===== config.mk =====
export PLATFORM = sky130hd
export DESIGN_NAME = lpm_ctrl
export DESIGN_NICKNAME = d
export VERILOG_FILES = /design/src/common/lpm_pkg.sv /design/src/common/lpm_wake_if.sv /design/src/design/lpm_ctrl.sv /design/src/design/lpm_wake_eval.sv
export VERILOG_INCLUDE_DIRS = /design/src /design/src/common
export SDC_FILE = /design/constraint.sdc
export NUM_CORES = 1
export LEC_CHECK = 0
export BUFFER_PORTS_ARGS = -buffer_cell sky130_fd_sc_hd__buf_4
export CAP_MARGIN = 10
export CORE_ASPECT_RATIO = 1.1
export CORE_MARGIN = 5
export CORE_UTILIZATION = 42
export DETAILED_ROUTE_END_ITERATION = 8
export PLACE_DENSITY_LB_ADDON = 0.25
export SETUP_SLACK_MARGIN = 0.5
export SLEW_MARGIN = 20
export SYNTH_ARGS = -nofsm -noshare
export SYNTH_HDL_FRONTEND = slang
export SYNTH_SLANG_ARGS = --single-unit

===== constraint.sdc =====
create_clock -name mclk -period 3.8 [get_ports mclk]
set_input_delay 0.38 -clock mclk [delete_from_list [all_inputs] [get_ports mclk]]
set_output_delay 0.38 -clock mclk [all_outputs]
set_load 0.05 [all_outputs]

===== src/common/lpm_consts.svh =====
// Offsets, field positions, reset values and timing of the power controller
// Assumes a 32-bit AXI4-Lite bus with byte addresses and a 125 MHz clock
`ifndef LPM_CONSTS_SVH
`define LPM_CONSTS_SVH
`define LPM_OFS_POWER_CONTROL_ZERO 8'h00
`define LPM_OFS_PCON1 8'h04
`define LPM_OFS_STAT 8'h08
`define LPM_P0_SLEEP 0
`define LPM_P0_HOLD 1
`define LPM_P0_IDLE 2
`define LPM_P0_DEEP 3
`define LPM_P0_SYSDIS 4
`define LPM_P0_IRAMDIS 5
`define LPM_P0_DRAMDIS 6
`define LPM_P1_SDPG 4
`define LPM_P1_BATT 5
`define LPM_RST_P0 8'h00
`define LPM_RST_P1 8'h00
`define LPM_RESP_OK 2'h0
`define LPM_RESP_ERR 2'h2
`define LPM_CLK_NS 8
`define LPM_RST_NS 64
`define LPM_RST_CYC ((`LPM_RST_NS + `LPM_CLK_NS - 1) / `LPM_CLK_NS)
`endif


===== src/common/lpm_pkg.sv =====
// Types of the power controller: modes, wake actions, causes, state
// Assumes lpm_consts.svh for all numbers
package lpm_pkg;
   typedef enum logic [2:0] {
      LPM_RUN = 3'b000,
      LPM_SLEEP = 3'b001,
      LPM_HOLD = 3'b010,
      LPM_IDLE = 3'b011,
      LPM_DEEP = 3'b100
   } lpm_mode_t;
   typedef enum logic [1:0] {
      LPM_STAY = 2'b00,
      LPM_RESUME = 2'b01,
      LPM_ISR = 2'b10,
      LPM_RESET = 2'b11
   } lpm_act_t;
   typedef enum logic [2:0] {
      LPM_C_NONE = 3'b000,
      LPM_C_PORT = 3'b001,
      LPM_C_RTC = 3'b010,
      LPM_C_WDT = 3'b011,
      LPM_C_RST = 3'b100,
      LPM_C_IRQ = 3'b101
   } lpm_cause_t;
   typedef struct packed {
      logic awRdy, wRdy, arRdy, awDone, wDone, wStrb0;
      logic [7:0] awAddr;
      logic [7:0] wData;
      logic bValid, rValid;
      logic [1:0] bResp;
      logic [1:0] rResp;
      logic [7:0] rData;
      lpm_mode_t mode;
      lpm_cause_t cause;
      logic [7:0] power_control_zero;
      logic [7:0] pcon1;
      logic [3:0] rstCnt;
      logic sysClkEn, cpuClkEn, srcClkEn, memCsEn, dramClkEn, iramClkEn;
      logic chipRst, isrReq, resume, deep;
   } lpm_state_t;
endpackage


===== src/common/lpm_wake_if.sv =====
// Wake events, enables and the resulting action between controller parts
// Assumes the controller drives events and mode, evaluator answers
`timescale 1ns/1ps
`default_nettype none
interface lpm_wake_if;
   lpm_pkg::lpm_mode_t mode;
   logic portEvt, rtcEvt, wdtEvt, rstEvt, irqEvt;
   logic portIntEn, rtcIntEn, wdtIntEn, wdtRstEn, globalIntEn;
   lpm_pkg::lpm_act_t act;
   lpm_pkg::lpm_cause_t cause;
   modport ctrl (
      output mode, portEvt, rtcEvt, wdtEvt, rstEvt, irqEvt,
      output portIntEn, rtcIntEn, wdtIntEn, wdtRstEn, globalIntEn,
      input act, cause
   );
   modport eval (
      input mode, portEvt, rtcEvt, wdtEvt, rstEvt, irqEvt,
      input portIntEn, rtcIntEn, wdtIntEn, wdtRstEn, globalIntEn,
      output act, cause
   );
endinterface
`default_nettype wire


===== src/design/lpm_ctrl.sv =====
// Low-power mode controller with its AXI4-Lite register slave
// Assumes one 125 MHz clock, synchronous reset, events synchronous to mclk
`timescale 1ns/1ps
`default_nettype none
`include "lpm_consts.svh"
module lpm_ctrl (
   // Clock and reset
   input wire logic mclk,
   input wire logic srst,
   // AXI4-Lite write address
   input wire logic [7:0] s_axi_awaddr,
   input wire logic s_axi_awvalid,
   output logic s_axi_awready,
   // AXI4-Lite write data
   input wire logic [31:0] s_axi_wdata,
   input wire logic [3:0] s_axi_wstrb,
   input wire logic s_axi_wvalid,
   output logic s_axi_wready,
   // AXI4-Lite write response
   output logic [1:0] s_axi_bresp,
   output logic s_axi_bvalid,
   input wire logic s_axi_bready,
   // AXI4-Lite read address
   input wire logic [7:0] s_axi_araddr,
   input wire logic s_axi_arvalid,
   output logic s_axi_arready,
   // AXI4-Lite read data
   output logic [31:0] s_axi_rdata,
   output logic [1:0] s_axi_rresp,
   output logic s_axi_rvalid,
   input wire logic s_axi_rready,
   // Wake and interrupt events
   input wire logic portWake,
   input wire logic rtcWake,
   input wire logic wdtWake,
   input wire logic resetEvent,
   input wire logic anyIrq,
   // Interrupt and watchdog enables from the core
   input wire logic portIntEn,
   input wire logic rtcIntEn,
   input wire logic wdtIntEn,
   input wire logic wdtResetEn,
   input wire logic globalIntEn,
   // Clock gates and chip selects
   output logic sysClkEn,
   output logic cpuClkEn,
   output logic clkSrcEn,
   output logic memCsEn,
   output logic decoderRamClkEn,
   output logic internalRamClkEn,
   // Wake actions towards core and reset logic
   output logic chipReset,
   output logic isrRequest,
   output logic [2:0] isrCause,
   output logic resumeNext,
   // Mode state
   output logic [2:0] modeState,
   output logic deepSleep,
   // Power switches
   output logic batteryOutEn,
   output logic sdPowerGateEn
);
   lpm_pkg::lpm_state_t q;
   lpm_pkg::lpm_state_t d;
   lpm_pkg::lpm_mode_t nextMode;
   logic exitNow;
   lpm_wake_if wk ();

   // Events and enables towards the wake evaluator
   assign wk.mode = q.mode;
   assign wk.portEvt = portWake;
   assign wk.rtcEvt = rtcWake;
   assign wk.wdtEvt = wdtWake;
   assign wk.rstEvt = resetEvent;
   assign wk.irqEvt = anyIrq;
   assign wk.portIntEn = portIntEn;
   assign wk.rtcIntEn = rtcIntEn;
   assign wk.wdtIntEn = wdtIntEn;
   assign wk.wdtRstEn = wdtResetEn;
   assign wk.globalIntEn = globalIntEn;

   // Wake decision for the current mode
   lpm_wake_eval wakeEval (
      .w (wk)
   );

   // Entry choice from the request bits: sleep first, then deep, hold, idle
   always_comb begin
      nextMode = lpm_pkg::LPM_RUN;
      if (q.power_control_zero[`LPM_P0_SLEEP]) begin
         nextMode = lpm_pkg::LPM_SLEEP;
      end else if (q.power_control_zero[`LPM_P0_DEEP]) begin
         nextMode = lpm_pkg::LPM_DEEP;
      end else if (q.power_control_zero[`LPM_P0_HOLD]) begin
         nextMode = lpm_pkg::LPM_HOLD;
      end else if (q.power_control_zero[`LPM_P0_IDLE]) begin
         nextMode = lpm_pkg::LPM_IDLE;
      end
   end

   assign exitNow = (wk.act != lpm_pkg::LPM_STAY);

   // Next state of the whole controller
   always_comb begin
      d = q;
      d.isrReq = 1'b0;
      d.resume = 1'b0;

      // Reset pulse towards the chip reset logic
      if (q.rstCnt != 4'h0) begin
         d.rstCnt = q.rstCnt - 4'h1;
      end

      // Mode machine
      unique case (q.mode)
         lpm_pkg::LPM_RUN: begin
            d.mode = nextMode;
            if (nextMode == lpm_pkg::LPM_SLEEP) begin
               d.power_control_zero[`LPM_P0_SYSDIS] = 1'b0;
               d.power_control_zero[`LPM_P0_IRAMDIS] = 1'b0;
               d.power_control_zero[`LPM_P0_DRAMDIS] = 1'b0;
            end
         end
         lpm_pkg::LPM_SLEEP,
         lpm_pkg::LPM_DEEP,
         lpm_pkg::LPM_HOLD,
         lpm_pkg::LPM_IDLE: begin
            if (exitNow) begin
               d.mode = lpm_pkg::LPM_RUN;
               d.cause = wk.cause;
               d.power_control_zero[`LPM_P0_SLEEP] = 1'b0;
               d.power_control_zero[`LPM_P0_DEEP] = 1'b0;
               d.power_control_zero[`LPM_P0_HOLD] = 1'b0;
               d.power_control_zero[`LPM_P0_IDLE] = 1'b0;
               unique case (wk.act)
                  lpm_pkg::LPM_RESET: begin
                     d.rstCnt = 4'(`LPM_RST_CYC);
                  end
                  lpm_pkg::LPM_ISR: begin
                     d.isrReq = 1'b1;
                  end
                  lpm_pkg::LPM_RESUME: begin
                     d.resume = 1'b1;
                  end
                  lpm_pkg::LPM_STAY: begin
                     d.resume = 1'b0;
                  end
               endcase
            end
         end
         default: begin
            d.mode = lpm_pkg::LPM_RUN;
         end
      endcase

      // Write address and data are taken in either order
      if (s_axi_awvalid && q.awRdy) begin
         d.awDone = 1'b1;
         d.awAddr = s_axi_awaddr;
      end
      if (s_axi_wvalid && q.wRdy) begin
         d.wDone = 1'b1;
         d.wData = s_axi_wdata[7:0];
         d.wStrb0 = s_axi_wstrb[0];
      end

      // Response accepted by the master
      if (q.bValid && s_axi_bready) begin
         d.bValid = 1'b0;
      end

      // Commit once both halves are held; a write after the exit clear
      // wins, so a new request in the same cycle is kept
      if (q.awDone && q.wDone) begin
         d.awDone = 1'b0;
         d.wDone = 1'b0;
         d.bValid = 1'b1;
         d.bResp = `LPM_RESP_OK;
         unique case ({q.awAddr[7:2], 2'b00})
            `LPM_OFS_POWER_CONTROL_ZERO: begin
               if (q.wStrb0) begin
                  d.power_control_zero = q.wData;
               end
            end
            `LPM_OFS_PCON1: begin
               if (q.wStrb0) begin
                  d.pcon1 = q.wData;
               end
            end
            default: begin
               d.bResp = `LPM_RESP_ERR;
            end
         endcase
      end

      // Read answer follows one cycle after the address
      if (q.rValid && s_axi_rready) begin
         d.rValid = 1'b0;
      end
      if (s_axi_arvalid && q.arRdy) begin
         d.rValid = 1'b1;
         d.rResp = `LPM_RESP_OK;
         unique case ({s_axi_araddr[7:2], 2'b00})
            `LPM_OFS_POWER_CONTROL_ZERO: begin
               d.rData = q.power_control_zero;
            end
            `LPM_OFS_PCON1: begin
               d.rData = q.pcon1;
            end
            `LPM_OFS_STAT: begin
               d.rData = {1'b0, q.cause, 1'b0, q.mode};
            end
            default: begin
               d.rData = 8'h00;
               d.rResp = `LPM_RESP_ERR;
            end
         endcase
      end

      // Ready flags registered from the next state
      d.awRdy = !d.awDone && !d.bValid;
      d.wRdy = !d.wDone && !d.bValid;
      d.arRdy = !d.rValid;

      // Clock gates and selects from the next mode and next disable bits
      d.srcClkEn = !(d.mode == lpm_pkg::LPM_SLEEP ||
         d.mode == lpm_pkg::LPM_DEEP);
      d.memCsEn = d.srcClkEn;
      d.sysClkEn = d.srcClkEn && (d.mode != lpm_pkg::LPM_HOLD) &&
         !d.power_control_zero[`LPM_P0_SYSDIS];
      d.cpuClkEn = d.sysClkEn && (d.mode != lpm_pkg::LPM_IDLE);
      d.dramClkEn = !d.power_control_zero[`LPM_P0_DRAMDIS];
      d.iramClkEn = !d.power_control_zero[`LPM_P0_IRAMDIS];
      d.chipRst = (d.rstCnt != 4'h0);
      d.deep = (d.mode == lpm_pkg::LPM_DEEP);
   end

   // State register
   always_ff @(posedge mclk) begin
      if (srst) begin
         q <= '0;
         q.awRdy <= 1'b1;
         q.wRdy <= 1'b1;
         q.arRdy <= 1'b1;
         q.mode <= lpm_pkg::LPM_RUN;
         q.cause <= lpm_pkg::LPM_C_NONE;
         q.power_control_zero <= `LPM_RST_P0;
         q.pcon1 <= `LPM_RST_P1;
         q.sysClkEn <= 1'b1;
         q.cpuClkEn <= 1'b1;
         q.srcClkEn <= 1'b1;
         q.memCsEn <= 1'b1;
         q.dramClkEn <= 1'b1;
         q.iramClkEn <= 1'b1;
      end else begin
         q <= d;
      end
   end

   // Bus outputs
   assign s_axi_awready = q.awRdy;
   assign s_axi_wready = q.wRdy;
   assign s_axi_bvalid = q.bValid;
   assign s_axi_bresp = q.bResp;
   assign s_axi_arready = q.arRdy;
   assign s_axi_rvalid = q.rValid;
   assign s_axi_rresp = q.rResp;
   assign s_axi_rdata = {24'h00_0000, q.rData};

   // Clock gates
   assign sysClkEn = q.sysClkEn;
   assign cpuClkEn = q.cpuClkEn;
   assign clkSrcEn = q.srcClkEn;
   assign memCsEn = q.memCsEn;
   assign decoderRamClkEn = q.dramClkEn;
   assign internalRamClkEn = q.iramClkEn;

   // Wake actions
   assign chipReset = q.chipRst;
   assign isrRequest = q.isrReq;
   assign isrCause = q.cause;
   assign resumeNext = q.resume;

   // Mode and power switches
   assign modeState = q.mode;
   assign deepSleep = q.deep;
   assign batteryOutEn = q.pcon1[`LPM_P1_BATT];
   assign sdPowerGateEn = q.pcon1[`LPM_P1_SDPG];
endmodule // lpm_ctrl
`default_nettype wire


===== src/design/lpm_wake_eval.sv =====
// Decides how each low-power mode ends for the events of this cycle
// Assumes events are single-cycle or level requests synchronous to mclk
`timescale 1ns/1ps
`default_nettype none
module lpm_wake_eval (
   // Events and mode in, action out
   lpm_wake_if.eval w
);
   // Mode-dependent wake decision, reset events first in hold and idle
   always_comb begin
      w.act = lpm_pkg::LPM_STAY;
      w.cause = lpm_pkg::LPM_C_NONE;
      unique case (w.mode)
         lpm_pkg::LPM_SLEEP: begin
            if (w.portEvt || w.wdtEvt || w.rtcEvt) begin
               w.act = lpm_pkg::LPM_RESET;
               w.cause = w.wdtEvt ? lpm_pkg::LPM_C_WDT :
                  (w.portEvt ? lpm_pkg::LPM_C_PORT : lpm_pkg::LPM_C_RTC);
            end
         end
         lpm_pkg::LPM_DEEP: begin
            if (w.portEvt || w.wdtEvt || w.rtcEvt || w.rstEvt) begin
               w.act = lpm_pkg::LPM_RESET;
               w.cause = lpm_pkg::LPM_C_RST;
            end
         end
         lpm_pkg::LPM_HOLD: begin
            if (w.rstEvt) begin
               w.act = lpm_pkg::LPM_RESET;
               w.cause = lpm_pkg::LPM_C_RST;
            end else if (w.wdtEvt) begin
               w.cause = lpm_pkg::LPM_C_WDT;
               w.act = w.wdtRstEn ? lpm_pkg::LPM_RESET :
                  (w.wdtIntEn ? lpm_pkg::LPM_ISR : lpm_pkg::LPM_RESUME);
            end else if (w.portEvt) begin
               w.cause = lpm_pkg::LPM_C_PORT;
               w.act = w.portIntEn ? lpm_pkg::LPM_ISR : lpm_pkg::LPM_RESUME;
            end else if (w.rtcEvt) begin
               w.cause = lpm_pkg::LPM_C_RTC;
               w.act = w.rtcIntEn ? lpm_pkg::LPM_ISR : lpm_pkg::LPM_RESUME;
            end
         end
         lpm_pkg::LPM_IDLE: begin
            if (w.rstEvt) begin
               w.act = lpm_pkg::LPM_RESET;
               w.cause = lpm_pkg::LPM_C_RST;
            end else if (w.irqEvt) begin
               w.cause = lpm_pkg::LPM_C_IRQ;
               w.act = w.globalIntEn ? lpm_pkg::LPM_ISR : lpm_pkg::LPM_RESUME;
            end
         end
         lpm_pkg::LPM_RUN: begin
            w.act = lpm_pkg::LPM_STAY;
         end
         default: begin
            w.act = lpm_pkg::LPM_RESET;
            w.cause = lpm_pkg::LPM_C_NONE;
         end
      endcase
   end
endmodule // lpm_wake_eval
`default_nettype wire


==> flow_metrics.env, run 1 <==
export IMPL_status="completed"
export IMPL_first_pass_iters=4
export IMPL_cp_required_ns=4.02
export IMPL_clkLatencyLatePin_ns=0.33
export IMPL_num_rows=33
export IMPL_dp_cells=522
export IMPL_place_detailed_hpwl_mm=5.254
export IMPL_commonest_non_fill_non_tap_cells_in_the_layout="sky130_fd_sc_hd__buf_4 (70), sky130_fd_sc_hd__dfxtp_1 (67), sky130_fd_sc_hd__nand2_1 (48), sky130_fd_sc_hd__a21oi_1 (38), sky130_fd_sc_hd__nor2_1 (34)"
export IMPL_grt_start_max_net_pins=63
export IMPL_setup_repair_after_global_routing_missed_its_margin="false"
export IMPL_clock_sinks=67
export IMPL_grt_antenna_before_repair=0
export IMPL_worst_slew_margin_rel=0.5635
export IMPL_design_portCount=128
export IMPL_layout_commonest_cell="sky130_fd_sc_hd__buf_4"
export IMPL_pwr_density_cell_nw_per_um2=439.3
export IMPL_place_worst_setup_slack_ns=1.584
export IMPL_synthArstFlopShare=0
export IMPL_min_delay_path_class="in -> reg"
export IMPL_worst_ir_drop_vdd_mv=0.2141
export IMPL_stdcell_count=537
export IMPL_worstSetupEndpointType="register"
export IMPL_global_route_usage_total=0.1500
export IMPL_ys_ff_latch=67
export IMPL_worst_endpoint_arrival_ns=2.48
export IMPL_drc=0
export IMPL_layout_worst_path_cycle_share=0.5934
export IMPL_report_final_slew_viol_count=0
export IMPL_postSynthCellCount=380
export IMPL_dieWidth_um=93.75
export IMPL_critical_path_buf_inv_count=0
export IMPL_vias_in_the_first_global_route=2475
export IMPL_detail_route_iter0_violations=124
export IMPL_cts_inserted_buffers=9
export IMPL_ctsResizeCount=0
export IMPL_clockBufferDepth=2
export IMPL_fin_area_um2=3776
export IMPL_timing_critical_path_fanout_max=15
export IMPL_critPathSlowestCell="sky130_fd_sc_hd__dfxtp_1"
export IMPL_netlist_top_cell_by_area="sky130_fd_sc_hd__dfxtp_1"
export IMPL_path_delay_family="simple AND/OR/NAND/NOR gates"
export IMPL_crit_type="reg -> reg"
export IMPL_route_vias_total=2644
export IMPL_ys_seq_area_frac=0.4139
export IMPL_clk_root_buffer_cell="sky130_fd_sc_hd__clkbuf_8"
export IMPL_drv_cap=0
export IMPL_insertedDiodeCount=0
export IMPL_tritoncts="built"
export IMPL_initial_utilization=0.4336
export IMPL_yosysUniqueCellTypes=51
export IMPL_drive_above_1_share=0.2338
export IMPL_htreeDepth=3
export IMPL_leakagePower_nw=1.593
export IMPL_worst_slew_pin_transition_ns=0.6523
export IMPL_gp_congestion=0.7961
export IMPL_synthesis_yosys_warnings=0
export IMPL_crit_start="modeState[0]"
export IMPL_timing_final_ws_setup_ns=1.545
export IMPL_hold_violations=0
export IMPL_synth_area_top_cells="sky130_fd_sc_hd__dfxtp_1 (41%), sky130_fd_sc_hd__buf_4 (10%), sky130_fd_sc_hd__a21oi_1 (5.9%), sky130_fd_sc_hd__nand2_1 (5.6%), sky130_fd_sc_hd__mux2i_1 (4.3%)"
export IMPL_worst_setup_hold_path_clk_slew_ns=0.06
export IMPL_timing_fmax_mhz=443.5
export IMPL_design_core_area_um2=7473
export IMPL_synth_enable_flop_cells=0
export IMPL_critPathLaunchType="register"
export IMPL_syn_avg_cell_area_um2=8.528
export IMPL_finalNetCount=498
export IMPL_route_detailed_wl_per_inst_um=13.31
export IMPL_min_cycle_time_layout_ns=2.255
export IMPL_rr_startpoint="modeState[0]"
export IMPL_drt_vias_per_instance=4.924
export IMPL_min_hold_slack_ns=0.2932
export IMPL_dieArea_um2=9574
export IMPL_report_final_setup_viol=0
export IMPL_detailed_place_area_um2=3597
export IMPL_post_route_total_power_mw=1.659
export IMPL_fin_skew_ns=0.008721
export IMPL_timing_setup_tns_ns=0
export IMPL_min_delay_start="s_axi_wdata[7]"
export IMPL_cp_cell_instances="and2b_1 > a21oi_1 > or2_2 > and4_1 > or3_1 > a31o_1"
export IMPL_grt_first_pass_wirelength_mm=11.39
export IMPL_syn2layout_area_growth_pct=16.53
export IMPL_finalWirelength_mm=7.150
export IMPL_synth_flop_cell="sky130_fd_sc_hd__dfxtp_1"
export IMPL_cpPeakStageDelay_ns=0.67
export IMPL_port_buffers=70
export IMPL_post_cts_setup_buffers=0
export IMPL_detail_route_antenna_nets=0
export IMPL_final_core_util=0.5053
export IMPL_grt_remaining_overflow=0
export IMPL_synth_top_area_frac=0.4139
export IMPL_netlist_area_before_placement_um2=3241
export IMPL_cts_hold_repair_buffers=0
export IMPL_fp_dieH_um=102.1
-- where the power goes --
part	switching [mW]	leakage (nW)	internal, mW
registers	0.0369	0.545	0.745
logic	0.220	0.953	0.128
clock network	0.245	0.0953	0.285
-- path summary, 6_finish.rpt --
check                   to  slack (ns)  cells past startpoint
setup / recovery  sysClkEn        1.55                      6
hold / removal       q[57]        0.29                      3
setup reg to reg  sysClkEn        1.55                      6
hold reg to reg      q[29]        0.45                      2
-- Yosys cell counts, types with 5 or more instances --
| library cell | instances |
|---|---|
| sky130_fd_sc_hd__nand2b_1 | 5 |
| sky130_fd_sc_hd__nor2b_1 | 5 |
| sky130_fd_sc_hd__buf_4 | 45 |
| sky130_fd_sc_hd__o21ai_0 | 13 |
| sky130_fd_sc_hd__clkbuf_1 | 12 |
| sky130_fd_sc_hd__nor3_1 | 8 |
| sky130_fd_sc_hd__dfxtp_1 | 67 |
| sky130_fd_sc_hd__nor2_1 | 34 |
| sky130_fd_sc_hd__nand2_1 | 48 |
| sky130_fd_sc_hd__a21oi_1 | 38 |
| sky130_fd_sc_hd__inv_1 | 7 |
| sky130_fd_sc_hd__nand3b_1 | 6 |
| sky130_fd_sc_hd__mux2i_1 | 14 |
| sky130_fd_sc_hd__a22oi_1 | 9 |
| sky130_fd_sc_hd__nand3_1 | 12 |
-- flip-flops by register name (all words and copies together) (netlist names), 3 cells and up --
signal / count
isrCause: 3
s_axi_rdata: 8
q: 35
modeState: 3
-- tightest hold or removal path, delay by kind of cell --
family	cells	cell delay (ns)
AOI/OAI and AO/OA	1	0.05
and+or+nand+nor	1	0.05
buffers and inverters	1	0.11
-- area by class of cell --
| type | count | area (um^2) |
|---|---|---|
| Inverter | 7 | 26.28 |
| Timing Repair Buffer | 70 | 525.5 |
| Multi-Input combinational cell | 273 | 1573 |
| Tap cell | 105 | 131.4 |
| Fill cell | 729 | 3697 |
| Sequential cell | 67 | 1341 |
| Clock buffer | 13 | 168.9 |
| Clock inverter | 2 | 10.01 |
-- kinds of logic (layout without fill, tap and decap cells) --
kind of cell,count (synthesis),count (layout),synth area share
flops,67,67,0.4139
simple gates,146,146,0.2255
compound gates,80,80,0.1633
other cells,1,26,0.001157
buf+inv,65,92,0.1297
xor+xnor,2,2,0.005406
fa+ha+maj,1,1,0.003860
mux,18,18,0.05714
-- layer usage --
layer / vias to the layer above / GRT usage / share of wire
met5: - / 0 / 0
met4: 0 / 0.07444 / 0.019
met3: 11 / 0.04050 / 0.073
met2: 90 / 0.2359 / 0.45
met1: 1200 / 0.1902 / 0.46
li1: 1343 / - / -
Note: power is estimated with default switching activity, not from simulation.
==> run 2: changes to the inputs <==
clock period = 2.24 ns   (was 3.8 ns; I/O delays follow)
==> run 2 against run 1 <==
Utilization is 2.4 points higher. Critical path depth did not move. Final cell count is 3.4% higher. Sequential share of layout area decreased by 1.3 points. Non-clock buffer count rose by 18. Critical endpoint unchanged. Largest power group unchanged. Highest routed layer unchanged.
==> flow_metrics.env, run 2 (synthesis results as in run 1) <==
export IMPL_status="completed"
export IMPL_critical_path_buf_inv_count=0
export IMPL_layout_worst_path_cycle_share=0.7807
export IMPL_place_detailed_hpwl_mm=5.412
export IMPL_initial_utilization=0.4336
export IMPL_route_vias_total=2709
export IMPL_finalNetCount=516
export IMPL_design_portCount=128
export IMPL_detail_route_iter0_violations=58
export IMPL_grt_first_pass_wirelength_mm=11.78
export IMPL_critPathLaunchType="register"
export IMPL_fp_dieH_um=102.1
export IMPL_timing_fmax_mhz=571.9
export IMPL_syn2layout_area_growth_pct=22.12
export IMPL_insertedDiodeCount=0
export IMPL_detail_route_antenna_nets=0
export IMPL_final_core_util=0.5296
export IMPL_grt_start_max_net_pins=63
export IMPL_drv_cap=0
export IMPL_global_route_usage_total=0.1537
export IMPL_dp_cells=528
export IMPL_min_cycle_time_layout_ns=1.749
export IMPL_vias_in_the_first_global_route=2497
export IMPL_port_buffers=70
export IMPL_post_route_total_power_mw=2.762
export IMPL_drc=0
export IMPL_finalWirelength_mm=7.241
export IMPL_worst_slew_pin_transition_ns=0.6344
export IMPL_worstSetupEndpointType="register"
export IMPL_htreeDepth=3
export IMPL_design_core_area_um2=7473
export IMPL_path_delay_family="simple AND/OR/NAND/NOR gates"
export IMPL_largest_register_ffs=35
export IMPL_min_delay_path_class="in -> reg"
export IMPL_clockBufferDepth=2
export IMPL_cp_cell_instances="and2b_1 > a21oi_2 > or2_4 > and4_1 > or3_1 > a31o_1"
export IMPL_dieWidth_um=93.75
export IMPL_setup_repair_after_global_routing_missed_its_margin="true"
export IMPL_worst_slew_margin_rel=0.5771
export IMPL_cpPeakStageDelay_ns=0.35
export IMPL_cp_required_ns=2.46
export IMPL_critPathSlowestCell="sky130_fd_sc_hd__dfxtp_4"
export IMPL_drt_vias_per_instance=4.881
export IMPL_crit_type="reg -> reg"
export IMPL_cts_inserted_buffers=9
export IMPL_report_final_setup_viol=0
export IMPL_stdcell_count=555
export IMPL_grt_remaining_overflow=0
export IMPL_first_pass_iters=4
export IMPL_clk_root_buffer_cell="sky130_fd_sc_hd__clkbuf_8"
export IMPL_timing_setup_tns_ns=0
export IMPL_place_worst_setup_slack_ns=0.2005
export IMPL_worst_setup_hold_path_clk_slew_ns=0.07
export IMPL_clock_sinks=67
export IMPL_clkLatencyLatePin_ns=0.33
export IMPL_dieArea_um2=9574
export IMPL_hold_violations=0
export IMPL_pwr_density_cell_nw_per_um2=698.0
export IMPL_timing_critical_path_fanout_max=4
export IMPL_largest_register="q"
export IMPL_report_final_slew_viol_count=0
export IMPL_layout_commonest_cell="sky130_fd_sc_hd__buf_4"
export IMPL_num_rows=33
export IMPL_route_detailed_wl_per_inst_um=13.05
export IMPL_fin_skew_ns=0.005283
export IMPL_tritoncts="built"
export IMPL_worst_endpoint_arrival_ns=1.97
export IMPL_commonest_non_fill_non_tap_cells_in_the_layout="sky130_fd_sc_hd__buf_4 (88), sky130_fd_sc_hd__dfxtp_1 (64), sky130_fd_sc_hd__nand2_1 (47), sky130_fd_sc_hd__a21oi_1 (36), sky130_fd_sc_hd__nor2_1 (32)"
export IMPL_timing_final_ws_setup_ns=0.4913
export IMPL_leakagePower_nw=1.681
export IMPL_drive_above_1_share=0.2889
export IMPL_gp_congestion=0.7791
export IMPL_fillers=736
export IMPL_worst_ir_drop_vdd_mv=0.4602
export IMPL_grt_antenna_before_repair=0
==> run 2: metrics by stage <==
stage / instance area (um^2) / hold WS [ns]
final: 3958 / 0.1430
after CTS: 3902 / 0.1295
after detailed placement: 3651 / 0.4469
after global placement: 3651 / 0.4429
after floorplan: 3347 / 0.3600
after global routing: 3958 / 0.1329
==> run 2: repair_timing <==
item,CTS,global route
setup endpoints to repair,29,18
pin swaps,3,1
gates resized for setup,11,7
hold buffers,0,0
buffers inserted,8,4
==> run 2: final timing paths <==
| path | startpoint | endpoint | slack (ns) | depth (start not counted) |
|---|---|---|---|---|
| worst max register to register | modeState[1] | sysClkEn | 0.49 | 6 |
| worst min-delay path | s_axi_wdata[3] | q[53] | 0.14 | 3 |
| worst max-delay path | modeState[1] | sysClkEn | 0.49 | 6 |
| worst min register to register | q[62] | q[62] | 0.46 | 2 |
==> run 2: final cells by class <==
cell class	count	area, um^2	area share
clock buffers	13	148.9	0.03762
clock inverters	2	12.51	0.003162
inverters	7	26.28	0.006639
multi-input cells	273	1625	0.4107
flip-flops and latches	67	1353	0.3418
well taps	105	131.4	0.03320
repair buffers	88	660.6	0.1669
==> run 2: worst reg2reg max path, stage by stage, from the launching register on <==
cell and delay [ns]:
sky130_fd_sc_hd__dfxtp_4 0.35, sky130_fd_sc_hd__and2b_1 0.22, sky130_fd_sc_hd__a21oi_2 0.07, sky130_fd_sc_hd__or2_4 0.25
sky130_fd_sc_hd__and4_1 0.16, sky130_fd_sc_hd__or3_1 0.35, sky130_fd_sc_hd__a31o_1 0.22
==> run 2: report_power, final <==
| group | total (mW) | internal [mW] | switching (mW) | leakage (nW) |
|---|---|---|---|---|
| clock network | 0.842 | 0.425 | 0.417 | 0.0795 |
| logic | 0.596 | 0.228 | 0.368 | 1.05 |
| registers | 1.32 | 1.26 | 0.0651 | 0.548 |
==> run 2: routing by layer <==
| layer | vias to the layer above | track usage | part of all wire |
|---|---|---|---|
| met4 | 0 | 0.06222 | 0.015 |
| met2 | 85 | 0.2436 | 0.47 |
| met3 | 9 | 0.03976 | 0.060 |
| met1 | 1237 | 0.2002 | 0.46 |
| li1 | 1378 | - | - |
| met5 | - | 0 | 0 |
